## src/rsp_defs.svh

```systemverilog
// constants of the ramp stop-phase parameter block
// assumes a register port with 8-bit address and 32-bit data
//
// Operation
// - hold 18-bit final deceleration, reset 10, used from threshold to stop
// - hold 18-bit stop velocity, reset 10, ends decelerating motion
// - after reaching zero velocity wait programmed time before next move
// - wait blocks direct jump from stop velocity to reversed start
// - positioning is ramp mode zero; target write starts a ramp only in that mode
`ifndef RSP_DEFS_SVH
`define RSP_DEFS_SVH
`define RSP_ADDR_DECEL     8'h2a
`define RSP_ADDR_STOP_VELOCITY     8'h2b
`define RSP_ADDR_WAIT      8'h2c
`define RSP_DECEL_RESET    18'h0_000a
`define RSP_STOP_VELOCITY_RESET    18'h0_000a
`define RSP_WAIT_RESET     16'h0000
`define RSP_DECEL_MSB      17
`define RSP_STOP_VELOCITY_MSB      17
`define RSP_WAIT_MSB       15
`define RSP_WAIT_UNIT_CLK  10'h200
`define RSP_MODE_POSITION  2'h0
`endif

```

## src/rsp_pkg.sv

```systemverilog
// types of the ramp stop-phase parameter block
// assumes rsp_defs.svh is on the include path
`include "rsp_defs.svh"
package rsp_pkg;
    typedef struct packed {
        logic        wr;
        logic        rd;
        logic [7:0]  addr;
        logic [31:0] wdata;
    } rsp_req_t;
    typedef enum logic [2:0] {
        RSP_IDLE    = 3'b001,
        RSP_WAITING = 3'b010,
        RSP_READY   = 3'b100
    } rsp_state_t;
endpackage : rsp_pkg

```

## src/rsp_wait_timer.sv

```systemverilog
// zero-velocity wait timer: counts units of 512 clocks
// assumes start is a one-cycle pulse on the same clock
`timescale 1ns/1ps
module rsp_wait_timer
    import rsp_pkg::*;
(
    input  wire logic        mclk_i,
    input  wire logic        arst_n_i,
    input  wire logic        start_i,
    input  wire logic [15:0] units_i,
    output logic             busy_o
);
    logic [9:0]  sub_reg;
    logic [9:0]  sub_next;
    logic [15:0] unit_reg;
    logic [15:0] unit_next;
    logic        busy_reg;
    logic        busy_next;

    always_comb begin
        sub_next  = sub_reg;
        unit_next = unit_reg;
        busy_next = busy_reg;
        if (start_i) begin
            unit_next = units_i;
            sub_next  = 10'h000;
            busy_next = (units_i != 16'h0000);
        end else if (busy_reg) begin
            if (sub_reg == `RSP_WAIT_UNIT_CLK - 10'h001) begin
                sub_next  = 10'h000;
                unit_next = unit_reg - 16'h0001;
                busy_next = (unit_reg != 16'h0001);
            end else begin
                sub_next = sub_reg + 10'h001;
            end
        end
    end

    always_ff @(posedge mclk_i or negedge arst_n_i) begin
        if (!arst_n_i) begin
            sub_reg  <= 10'h000;
            unit_reg <= 16'h0000;
            busy_reg <= 1'b0;
        end else begin
            sub_reg  <= sub_next;
            unit_reg <= unit_next;
            busy_reg <= busy_next;
        end
    end

    assign busy_o = busy_reg;
endmodule : rsp_wait_timer

```

## src/rsp_stop_phase.sv

```systemverilog
// stop-phase parameters and standstill wait of the ramp generator
// assumes register port and ramp signals are on mclk_i
`timescale 1ns/1ps
`include "rsp_defs.svh"
module rsp_stop_phase
    import rsp_pkg::*;
(
    input  wire logic        mclk_i,
    input  wire logic        arst_n_i,
    input  rsp_req_t         req_i,
    output logic [31:0]      rdata_o,
    input  wire logic [1:0]  ramp_mode_select_i,
    input  wire logic        target_position_wr_i,
    input  wire logic [17:0] first_velocity_threshold_i,
    input  wire logic [22:0] velocity_abs_i,
    input  wire logic        standstill_i,
    output logic [17:0]      decel_o,
    output logic [17:0]      stop_velocity_o,
    output logic             move_permit_o,
    output logic             ramp_start_o,
    output logic             wait_active_o
);
    // ************************************************
    // registers
    // ************************************************
    logic [17:0] decel_reg;
    logic [17:0] decel_next;
    logic [17:0] stop_velocity_reg;
    logic [17:0] stop_velocity_next;
    logic [15:0] wait_reg;
    logic [15:0] wait_next;
    logic [31:0] rdata_reg;
    logic [31:0] rdata_next;

    always_comb begin
        decel_next = decel_reg;
        stop_velocity_next = stop_velocity_reg;
        wait_next  = wait_reg;
        rdata_next = rdata_reg;
        if (req_i.wr) begin
            case (req_i.addr)
                `RSP_ADDR_DECEL: decel_next = req_i.wdata[17:0];
                `RSP_ADDR_STOP_VELOCITY: stop_velocity_next = req_i.wdata[17:0];
                `RSP_ADDR_WAIT:  wait_next  = req_i.wdata[15:0];
                default:         ;
            endcase
        end
        if (req_i.rd) begin
            case (req_i.addr)
                `RSP_ADDR_DECEL: rdata_next = {14'h0000, decel_reg};
                `RSP_ADDR_STOP_VELOCITY: rdata_next = {14'h0000, stop_velocity_reg};
                `RSP_ADDR_WAIT:  rdata_next = {16'h0000, wait_reg};
                default:         rdata_next = 32'h0000_0000;
            endcase
        end
    end

    always_ff @(posedge mclk_i or negedge arst_n_i) begin
        if (!arst_n_i) begin
            decel_reg <= `RSP_DECEL_RESET;
            stop_velocity_reg <= `RSP_STOP_VELOCITY_RESET;
            wait_reg  <= `RSP_WAIT_RESET;
            rdata_reg <= 32'h0000_0000;
        end else begin
            decel_reg <= decel_next;
            stop_velocity_reg <= stop_velocity_next;
            wait_reg  <= wait_next;
            rdata_reg <= rdata_next;
        end
    end

    // ************************************************
    // standstill wait sequencing
    // ************************************************
    rsp_state_t  st_reg;
    rsp_state_t  st_next;
    logic        timer_start;
    logic        timer_busy;
    logic        pending_reg;
    logic        pending_next;
    logic        positioning;

    assign positioning = (ramp_mode_select_i == `RSP_MODE_POSITION);

    always_comb begin
        st_next     = st_reg;
        timer_start = 1'b0;
        case (st_reg)
            RSP_IDLE: begin
                // leaving standstill means a move is under way
                if (!standstill_i) begin
                    st_next = RSP_READY;
                end
            end
            RSP_READY: begin
                if (standstill_i) begin
                    // a zero wait count must cost no cycle at all
                    if (wait_reg == 16'h0000) begin
                        st_next = RSP_IDLE;
                    end else begin
                        st_next     = RSP_WAITING;
                        timer_start = 1'b1;
                    end
                end
            end
            RSP_WAITING: begin
                if (!timer_busy && !timer_start) begin
                    st_next = RSP_IDLE;
                end
            end
            default: st_next = RSP_IDLE;
        endcase
    end

    // a target written in positioning mode during the wait is held and released afterwards
    always_comb begin
        pending_next = pending_reg;
        if (target_position_wr_i && positioning) begin
            pending_next = 1'b1;
        end else if (pending_reg && move_permit_o) begin
            pending_next = 1'b0;
        end
    end

    always_ff @(posedge mclk_i or negedge arst_n_i) begin
        if (!arst_n_i) begin
            st_reg      <= RSP_IDLE;
            pending_reg <= 1'b0;
        end else begin
            st_reg      <= st_next;
            pending_reg <= pending_next;
        end
    end

    rsp_wait_timer u_timer (
        .mclk_i   (mclk_i),
        .arst_n_i (arst_n_i),
        .start_i  (timer_start),
        .units_i  (wait_reg),
        .busy_o   (timer_busy)
    );

    // no move or reversal while waiting, so stop speed never flips sign
    // gated by the timer so the wait lasts exactly units times 512 clocks
    assign wait_active_o = (st_reg == RSP_WAITING) && timer_busy;
    assign move_permit_o = !wait_active_o && !timer_start;
    assign ramp_start_o  = pending_reg && move_permit_o;

    // final deceleration applies only at or below the first threshold
    assign decel_o = (velocity_abs_i <= {5'h00, first_velocity_threshold_i})
                     ? decel_reg : 18'h0_0000;
    assign stop_velocity_o = stop_velocity_reg;
    assign rdata_o         = rdata_reg;
endmodule : rsp_stop_phase

```

## config.mk

```make
export PLATFORM = sky130hd
export DESIGN_NAME = rsp_stop_phase
export DESIGN_NICKNAME = d
export VERILOG_FILES = /design/src/rsp_pkg.sv /design/src/rsp_wait_timer.sv /design/src/rsp_stop_phase.sv
export VERILOG_INCLUDE_DIRS = /design/src
export SDC_FILE = /design/constraint.sdc
export NUM_CORES = 1
export LEC_CHECK = 0
export BUFFER_PORTS_ARGS = -buffer_cell sky130_fd_sc_hd__buf_2
export CAP_MARGIN = 20
export CORE_ASPECT_RATIO = 0.6
export CORE_UTILIZATION = 35
export CTS_BUF_LIST = sky130_fd_sc_hd__clkbuf_16
export CTS_CLUSTER_DIAMETER = 150
export DETAILED_ROUTE_END_ITERATION = 6
export PLACE_DENSITY = 0.6
export RECOVER_POWER = 100
export SLEW_MARGIN = 0
export SYNTH_ARGS = -nofsm -noshare
export SYNTH_HDL_FRONTEND = slang
export SYNTH_SLANG_ARGS = --single-unit
```

## constraint.sdc

```tcl
create_clock -name mclk_i -period 4.5 [get_ports mclk_i]
set_input_delay 0.225 -clock mclk_i [delete_from_list [all_inputs] [get_ports mclk_i]]
set_output_delay 0.225 -clock mclk_i [all_outputs]
set_load 0.02 [all_outputs]
```

=== Word-level counts from Yosys, hierarchy flattened ===
Cells that the tools add are included.

* Bits in latches: 0
* Word-level logic and storage cells: 61
* Bits of input ports: 89
* Bits in read-only memories: 0
* RAM bits: 0
* Flip-flop bits (word level): 115
* Memories: 0

* Eq/ne operators: 11
* Reductions and logical operators: 17
* Divide/modulo/power cells: 0
* $add $sub $neg: 2
* Shifts and indexed selects: 0
* Bitwise logic cells: 0
* Multiplexer cells: 21
* $lt $le $gt $ge: 1
* Multiply operators: 0

{| class="wikitable"
|+ Operators with widths
! operator !! count
|-
| $pmux 18 s3 || 1
|-
| $mux 16 || 3
|-
| $mux 10 || 3
|-
| $eq 8x6->1 const B || 3
|-
| $le 23x18->1 || 1
|-
| $mux 18 || 1
|-
| $logic_not 16->1 || 1
|-
| $ne 16x1->1 const B || 1
|-
| $reduce_bool 16->1 || 1
|-
| $sub 16x1->16 const B || 1
|-
| $add 10x1->10 const B || 1
|-
| $eq 10x9->1 const B || 1
|-
| $mux 3 || 3
|-
| $pmux 3 s3 || 1
|-
| $mux 1 || 8
|-
| $reduce_and 2->1 || 4
|-
| $ne 2x2->1 const B || 3
|-
| $reduce_bool 2->1 || 3
|-
| $logic_and 1x1->1 || 4
|-
| $eq 3x1->1 const B || 1
|-
| $eq 3x2->1 const B || 1
|-
| $eq 3x3->1 const B || 1
|-
| $reduce_and 3->1 || 1
|-
| $logic_not 1->1 || 2
|-
| other kinds (2) || 2
|}

=== Depth between registers and ports, before layout ===
Gate-level depths: netlist of run 1.

* Depth after elaboration: 9
* Gate-level depth with buffers: 8

=== Cells and area by module ===
From an unflattened synthesis of run 1, not the netlist that was laid out.

* Cells, all modules: 492
* Area, all modules: 5444.0 um2

{| class="wikitable"
|+ By module, submodules not included
! module !! cells an instance !! area an instance (um2) !! instances
|-
| rsp_stop_phase || 326 || 3890.0 || 1
|-
| rsp_wait_timer || 166 || 1554.0 || 1
|}

=== Worst setup path before layout of run 1 ===
OpenSTA, ideal clock, no wires.

* Path type: register -> output
* Start: register u_timer.busy_reg, in the netlist u_timer.busy_o
* End: output port ramp_start_o
* Cell stages (with the launch flop): 6
* Slack: 2.294 ns
* Arrival time: 1.981 ns
* Cell sequence: dfrtp_1 > clkbuf_1 > nor4b_1 > nand2b_1 > inv_1 > and2_1

* Cells in the longest elaborated chain, start to end: 4

{| class="wikitable"
|+ RTL lines
! what !! RTL line !! text
|-
| from (decl) || rsp_wait_timer.sv:17 || <nowiki>logic busy_reg;</nowiki>
|-
| from (signal assigned) || rsp_wait_timer.sv:47 || <nowiki>busy_reg <= busy_next;</nowiki>
|-
| $logic_and 1x1->1 || rsp_stop_phase.sv:145 || <nowiki>assign wait_active_o = (st_reg == RSP_WAITING) && timer_busy;</nowiki>
|-
| via wait_active_o || rsp_stop_phase.sv:21 || <nowiki>output logic wait_active_o</nowiki>
|-
| $logic_not 1->1 || rsp_stop_phase.sv:146 || <nowiki>assign move_permit_o = !wait_active_o && !timer_start;</nowiki>
|-
| $logic_and 1x1->1 || rsp_stop_phase.sv:146 ||
|-
| via move_permit_o || rsp_stop_phase.sv:19 || <nowiki>output logic move_permit_o,</nowiki>
|-
| $logic_and 1x1->1 || rsp_stop_phase.sv:147 || <nowiki>assign ramp_start_o = pending_reg && move_permit_o;</nowiki>
|-
| to (decl) || rsp_stop_phase.sv:20 || <nowiki>output logic ramp_start_o,</nowiki>
|}

The timed path passes the listed nets, and every way through them passes these cells.

=== Final worst setup path of run 1 ===
* Start: input port req_i[36] (netlist name)
* End: register wait_reg[11]

* Cells in the longest elaborated chain, start to end: 2

{| class="wikitable"
|+ RTL lines
! what !! RTL line !! text
|-
| from (decl) || rsp_stop_phase.sv:10 || <nowiki>input rsp_req_t req_i,</nowiki>
|-
| $eq 8x6->1 || rsp_stop_phase.sv:41 || <nowiki>case (req_i.addr)</nowiki>
|-
| $reduce_and 2->1 (no line) || - ||
|-
| to (signal assigned) || rsp_stop_phase.sv:62 || <nowiki>wait_reg <= `RSP_WAIT_RESET;</nowiki>
|-
| to (signal assigned) || rsp_stop_phase.sv:67 || <nowiki>wait_reg <= wait_next;</nowiki>
|-
| to (decl) || rsp_stop_phase.sv:30 || <nowiki>logic [15:0] wait_reg;</nowiki>
|}

No other way between the ends.
A chain may end at the register's enable or synchronous reset.

==> impl_results.md, run 1 <==
* Synth warn at 0
* Share of cells above drive strength 1 at 0.263
* Synth Flop Type: dfrtp_1
* CTS resizes at 0
* Initial antenna violation count at 0
* Antenna-violating nets left at 0
* Type of the tightest min-delay check: input port to flop
* Clock Tree Buf Depth at 2
* Num Clock Sinks at 101
* CP Data Required Time at between 4 and 5 ns
* DP Worst Slack at ~1.6 ns
* Initial core utilization at 0.360
* Max-Slew Margin vs Limit at -0.712
* Crit path cell chain: buf_2 -> nor4b_1 -> nand2_1 -> nor2_1 -> nand2_1 -> mux2_2
* Reg2Reg Depth at 6
* Worst slew pin tran at 2.57 ns
* Hold Path Sink: st_reg[2]
* Clock Pin Slew Worst Setup and Hold Paths at 0.07 ns
* Drt via density at 5.05
* Nets at between 700 and 800
* Post-synth ARST share at 1.00
* FF+latch count, synth at around 100
* Number of synthesized flops with an enable pin at 0
* Largest net degree at the start of global routing at 55
* CP Capture Type: flop
* Worst R2R Start: u_timer.sub_reg[0]
* Violated checks: capacitance limit, slew limit
* Drc violations at 0
* Drt first pass iters at 4
* Leakage at between 0.002 and 0.003 uW
* Total grt overflow at 0
* HPWL after detailed placement at about 9.4 mm
* Setup Crit Path Kind: input port to flop
* Total wire length at ~13 mm
* Final hold viol count at 0
* Post-CTS Setup Bufs at 0
* Wire per inst at approximately 16 um
* Unique cell type count in the Yosys netlist at 48
* Crit path max fanout at 17
* Vias at just over 4000
* Die X-Extent at around 160 um
* Setup TNS at 0 ns
* Root Driver: clkbuf_16
* First-pass GRT wire length at about 22 mm
* Reg-to-Reg End: u_timer.unit_reg[11]
* Pwr Total at 2350 uW
* Clock Skew at between 0.006 and 0.007 ns
* Final hold slack at 0.0938 ns
* Finish-stage setup viols at 0
* Crit start category: input port
* Final period util at 0.708
* Buf/Inv on CP at 1
* Number of global-route vias before repair at around 4200
* Final Util at 0.428
* I/O pins at 160
* RSZ-0062 raised after global routing: no
* Avg Inst Size Synth at ~11 sq um
* Tot GR Track Use at 0.177
* H-tree depth at 3
* Mapped cell area at around 5300 sq um
* Critical-path top delay cell: nor2_1
* # rows at 34
* R2r setup slk at 1.74 ns
* Max Freq at around 310 MHz
* Worst hold stages at 2
* Delay-heaviest family, CP: simple AND/OR/NAND/NOR gates
* Die Height at about 97 um
* Post-Syn Instances at about 480
* Most used cell along the critical path: nand2_1
* Worst Setup Slack, final at 1.32 ns
* Fill count at 1477
* Die area at 15500 sq um
* GPL Wtd Cong at approximately 0.86
* Seq/Total Area, Yosys at 0.482
* Min Clock Period, post-route at 3.18 ns
* Worst skew pair latency at around 0.34 ns
* CTS tree: done
* Worst EP arrival at 3.41 ns
* Input/output buffers at approximately 130
* Worst hold path startpoint: standstill_i
* Core Box Area at 14600 sq um
* Area Growth Syn to Fin at 18.8%
* CTS Buf Count at 9
* Final slew viol count at 57
* Pwr Density at between 300 and 400 nW/um^2
* CP max stage delay at approximately 1.2 ns
* Worst vdd ir at around 0.18 mV
* Drt initial violations at between 200 and 250
* CTS Hold Buffers Added at 1
* Outcome: finished, violations left
* Max_cap viols at 3
* # diodes at 0
[area by class of cell]
cell class,count,area (sq um),share of cell area
Clock buffer,9,225,0.0361
Clock inverter,7,67.6,0.0108
Inverter,27,101,0.0162
Multi-Input combinational cell,337,2450,0.392
Sequential cell,101,2530,0.406
Tap cell,198,248,0.0397
Timing Repair Buffer,136,621,0.0994
[stage by stage]
stage	cell area (sq um)	instances
4_1_cts	6350	814
3_5_place_dp	6050	797
2_1_floorplan	5300	496
3_3_place_gp	6050	797
6_report	6240	815
5_1_grt	6240	815
[cell usage in the layout, fill, tap and decap left out, types with 12 or more instances in the layout]
| cell type | n |
|---|---|
| nor2_1 | 22 |
| conb_1 | 14 |
| and3_1 | 12 |
| nand2_1 | 36 |
| inv_1 | 28 |
| ha_1 | 21 |
| clkbuf_1 | 58 |
| a22oi_1 | 34 |
| dfrtp_1 | 96 |
| o21ai_0 | 35 |
| xor2_1 | 18 |
| mux2_2 | 53 |
| buf_2 | 74 |
[synth_stat cells (4+ instances only)]
| cell | n | area (sq um) |
|---|---|---|
| o21ai_0 | 33 | 165 |
| dfrtp_1 | 96 | 2400 |
| xnor2_1 | 5 | 43.8 |
| clkbuf_1 | 13 | 48.8 |
| dfstp_2 | 5 | 131 |
| nand3b_1 | 5 | 37.5 |
| a21oi_1 | 11 | 55.1 |
| xor2_1 | 18 | 158 |
| nor4_1 | 5 | 31.3 |
| nand3_1 | 11 | 55.1 |
| buf_4 | 14 | 105 |
| and3_1 | 12 | 75.1 |
| nand2_1 | 33 | 124 |
| mux2_2 | 53 | 597 |
| nand4_1 | 8 | 50.1 |
| nand4b_1 | 5 | 43.8 |
| nor2_1 | 21 | 78.8 |
| and3_2 | 8 | 60.1 |
| inv_1 | 27 | 101 |
| nor3_1 | 4 | 20.0 |
| ha_1 | 21 | 263 |
| a22oi_1 | 34 | 255 |
[worst reg2reg max path, stage by stage (launching register included)]
cell     delay, ns
dfrtp_1       0.38
ha_1          0.24
nand2_1       0.17
nor4b_1       1.28
nand3_1       0.24
xor2_1        0.22
o21ai_0       0.09
[report_power, final]
part,leakage [uW],switching (uW),internal (uW)
Sequential,0.00133,137,1050
Clock,0.000143,339,429
Combinational,0.00146,217,184
Total,0.00293,692,1660
[worst max path at each step]
stage	endpoint	cells after the start	startpoint
3_5_place_dp	wait_reg[11]	6	req_i[36]
5_1_grt	u_timer.unit_reg[13]	3	arst_n_i
4_1_cts	decel_o[2]	7	velocity_abs_i[18]
6_report	wait_reg[11]	6	req_i[36]
3_3_place_gp	wait_reg[12]	6	req_i[36]
2_1_floorplan	ramp_start_o	5	u_timer.busy_o
[logic make-up after synthesis]
group           after synthesis  share of synthesized area
mux                          53                      0.114
other cells                   1                   0.000714
fa+ha+maj                    21                     0.0500
simple gates                137                      0.153
buf+inv                      58                     0.0536
flops                       101                      0.482
xor+xnor                     23                     0.0383
compound gates               89                      0.109
[metal layers]
layer  GRT usage  share of wire  up-vias
met4      0.0447         0.0093        0
met3      0.0437          0.058       10
met5           0              0        -
li1            -              -     1966
met2       0.265           0.44      125
met1       0.255           0.50     2017
No activity file was read; power rests on OpenSTA's default activity.
==> run 2: changes to the inputs <==
--- a/config.mk
+++ b/config.mk
@@ -13,7 +13,7 @@
 export CTS_BUF_LIST = sky130_fd_sc_hd__clkbuf_16
 export CTS_CLUSTER_DIAMETER = 150
 export DETAILED_ROUTE_END_ITERATION = 6
-export PLACE_DENSITY = 0.6
+export PLACE_DENSITY = 0.62
 export RECOVER_POWER = 100
 export SLEW_MARGIN = 0
 export SYNTH_ARGS = -nofsm -noshare
==> constraint.sdc (replaced) <==
create_clock -name mclk_i -period 2.8 [get_ports mclk_i]
set_input_delay 0.14 -clock mclk_i [delete_from_list [all_inputs] [get_ports mclk_i]]
set_output_delay 0.14 -clock mclk_i [all_outputs]
set_load 0.02 [all_outputs]
==> run 2 against run 1 <==
Compared with the run above:
- the flow now finishes without violations
- die area unchanged
- worst setup slack got worse by 0.99 ns
- sequential power rose by 61%
- total power is 61% higher
- critical endpoint is now decel_o[6]
- largest cell class unchanged
- largest power group unchanged
- highest routed layer unchanged
==> impl_results.md, run 2 (synthesis results as in run 1) <==
* Largest net degree at the start of global routing at 41 (was 55)
* Total wire length at 13.2 mm (was 13.1 mm)
* RSZ-0062 raised after global routing: no (unchanged)
* Flop pwr share at 0.501 (was 0.503)
* Final Util at 0.430 (was 0.428)
* CTS resizes at 0 (unchanged)
* Worst EP arrival at 2.34 ns (was 3.41 ns)
* Max Freq at approximately 400 MHz
* Worst skew pair latency at 0.35 ns (was 0.34 ns)
* Final slew viol count at 0 (was 57)
* Setup TNS at 0 ns (unchanged)
* Placed cell count at 802 (was 797)
* Clock Skew at 0.00930 ns (was 0.00646 ns)
* Grt peak-use layer: met2 (unchanged)
* Drt first pass iters at 5 (was 4)
* H-tree depth at 3 (unchanged)
* Drc violations at 0 (unchanged)
* Most frequent cells in the layout: dfrtp_1 (96), buf_2 (74), clkbuf_1 (56) (was dfrtp_1 (96), buf_2 (74), clkbuf_1 (58))
* Finish-stage setup viols at 0 (unchanged)
* Die X-Extent at 160 um (unchanged)
* Final period util at 0.884
* Nets at 726 (was 722)
* Crit path cell chain: buf_2 -> or4_4 -> nor3_2 -> nand4_1 -> nand3_1 -> and3_2 -> clkbuf_1 (was buf_2 -> nor4b_1 -> nand2_1 -> nor2_1 -> nand2_1 -> mux2_2)
* Clock power share at 0.326 (about the same)
* Input/output buffers at 131 (unchanged)
* Vias at 4176 (was 4118)
* CTS Buf Count at 9 (unchanged)
* First-pass GRT wire length at 21.7 mm (about the same)
* # rows at 34 (unchanged)
* Worst slew pin tran at 0.992 ns (was 2.57 ns)
* Critical-path top delay cell: nand3_1 (was nor2_1)
* Post-CTS Setup Bufs at 0 (unchanged)
* Pwr Total at 3800 uW (was 2350 uW)
* Leakage at 0.00295 uW (was 0.00293 uW)
* Initial core utilization at 0.360 (unchanged)
* Clock Tree Buf Depth at 2 (unchanged)
* CTS Hold Buffers Added at 1 (unchanged)
* Initial antenna violation count at 0 (unchanged)
* Final hold viol count at 0 (unchanged)
* P_sw at 1130 uW (was 692 uW)
* Die area at 15500 sq um (unchanged)
* Crit path max fanout at 18 (was 17)
* Total grt overflow at 0 (unchanged)
* HPWL after detailed placement at 9.81 mm (was 9.44 mm)
* Grt met2 use at 0.269 (was 0.265)
* Setup Crit Path Kind: input port to output port (was input port to flop)
* Max-Slew Margin vs Limit at 0.339 (was -0.712)
* Crit start category: input port (unchanged)
* Min Clock Period, post-route at around 2.5 ns
* Wire per inst at 16.2 um (was 16.0 um)
* GR Layer Usage met3 at 0.0412 (was 0.0437)
* Root Driver: clkbuf_16 (unchanged)
* Final std cells w/o fill at 818 (was 815)
* CTS tree: done (unchanged)
* Core Box Area at 14600 sq um (unchanged)
* Max_cap viols at 0 (was 3)
* Gate power share at 0.173 (was 0.170)
* Cell-internal power at 2670 uW (was 1660 uW)
* GR Layer Usage met1 at 0.255 (about the same)
* Clock Pin Slew Worst Setup and Hold Paths at 0.06 ns (was 0.07 ns)
* GPL Wtd Cong at 0.893 (was 0.862)
* Outcome: complete, no violations (was finished, violations left)
* Worst vdd ir at 0.382 mV (was 0.182 mV)
* Share of cells above drive strength 1 at 0.273 (was 0.263)
* CP Capture Type: output port (was flop)
* Number of global-route vias before repair at 4153 (was 4213)
* Tot GR Track Use at 0.177 (about the same)
* Drt initial violations at 265 (was 242)
* Leading cell type in the layout, fill and taps excluded: dfrtp_1 (unchanged)
* Final hold slack at 0.0186 ns (was 0.0938 ns)
* Antenna-violating nets left at 0 (unchanged)
* Num Clock Sinks at 101 (unchanged)
* # diodes at 0 (unchanged)
* Area Growth Syn to Fin at 19.4% (was 18.8%)
* CP Data Required Time at 2.66 ns (was 4.72 ns)
* Sw Share at 0.297 (was 0.294)
* Die Height at 96.9 um (unchanged)
* CP max stage delay at 0.56 ns (was 1.16 ns)
* Pwr Density at 605 nW/um^2 (was 377 nW/um^2)
* Drt via density at 5.11 (was 5.05)
* I/O pins at 160 (unchanged)
* Type of the tightest min-delay check: input port to flop (unchanged)
run 2: cell types whose count changed in the layout (fill, tap and decap cells not counted), sizes merged:
cell	change
buf	+2
clkbuf	+2
clkinv	+1
clkinvlp	-1
inv	-1
run 2: final timing paths:
check,start,to,slack (ns),depth (start not counted)
max,velocity_abs_i[18],decel_o[6],0.32,7
min,standstill_i,st_reg[2],0.02,2
max reg2reg,wait_reg[3],u_timer.unit_reg[0],0.59,6
min reg2reg,st_reg[1],st_reg[2],0.47,1
max in group asynchronous,arst_n_i,rdata_o[13],0.86,3
min in group asynchronous,arst_n_i,stop_velocity_o[17],0.49,2
run 2: worst max-delay path: cells and delay by family:
kind / cells / cell delay, ns
AND/OR/NAND/NOR: 5 / 1.86
buffers and inverters: 2 / 0.33
run 2: layer usage:
metal  wire [um]  vias up
met5           0        -
met4         116        0
met3         848       10
met2        5790      139
met1        6470     2053
li1            -     1974
run 2: final cells by class:
cell class | count | area, sq um
Timing Repair Buffer | 140 | 648
Clock buffer | 9 | 225
Inverter | 27 | 101
Sequential cell | 101 | 2530
Multi-Input combinational cell | 337 | 2450
Clock inverter | 6 | 63.8
Tap cell | 198 | 248
Fill cell | 1418 | 8320
run 2: power groups by stage:
stage	combinational, uW	sequential (uW)	clock, uW
after floorplan	461	1890	0
after global placement	633	1910	0
after detailed placement	675	1920	0
after CTS	680	1900	1260
after global routing	744	1930	1330
final	657	1900	1240
run 2: per-stage QoR:
step                cell area, sq um  setup WS [ns]
finish                          6270          0.323
global route                    6270          0.173
CTS                             6400          0.432
detailed placement              6100          0.433
global placement                6100          0.491
floorplan                       5300          0.679
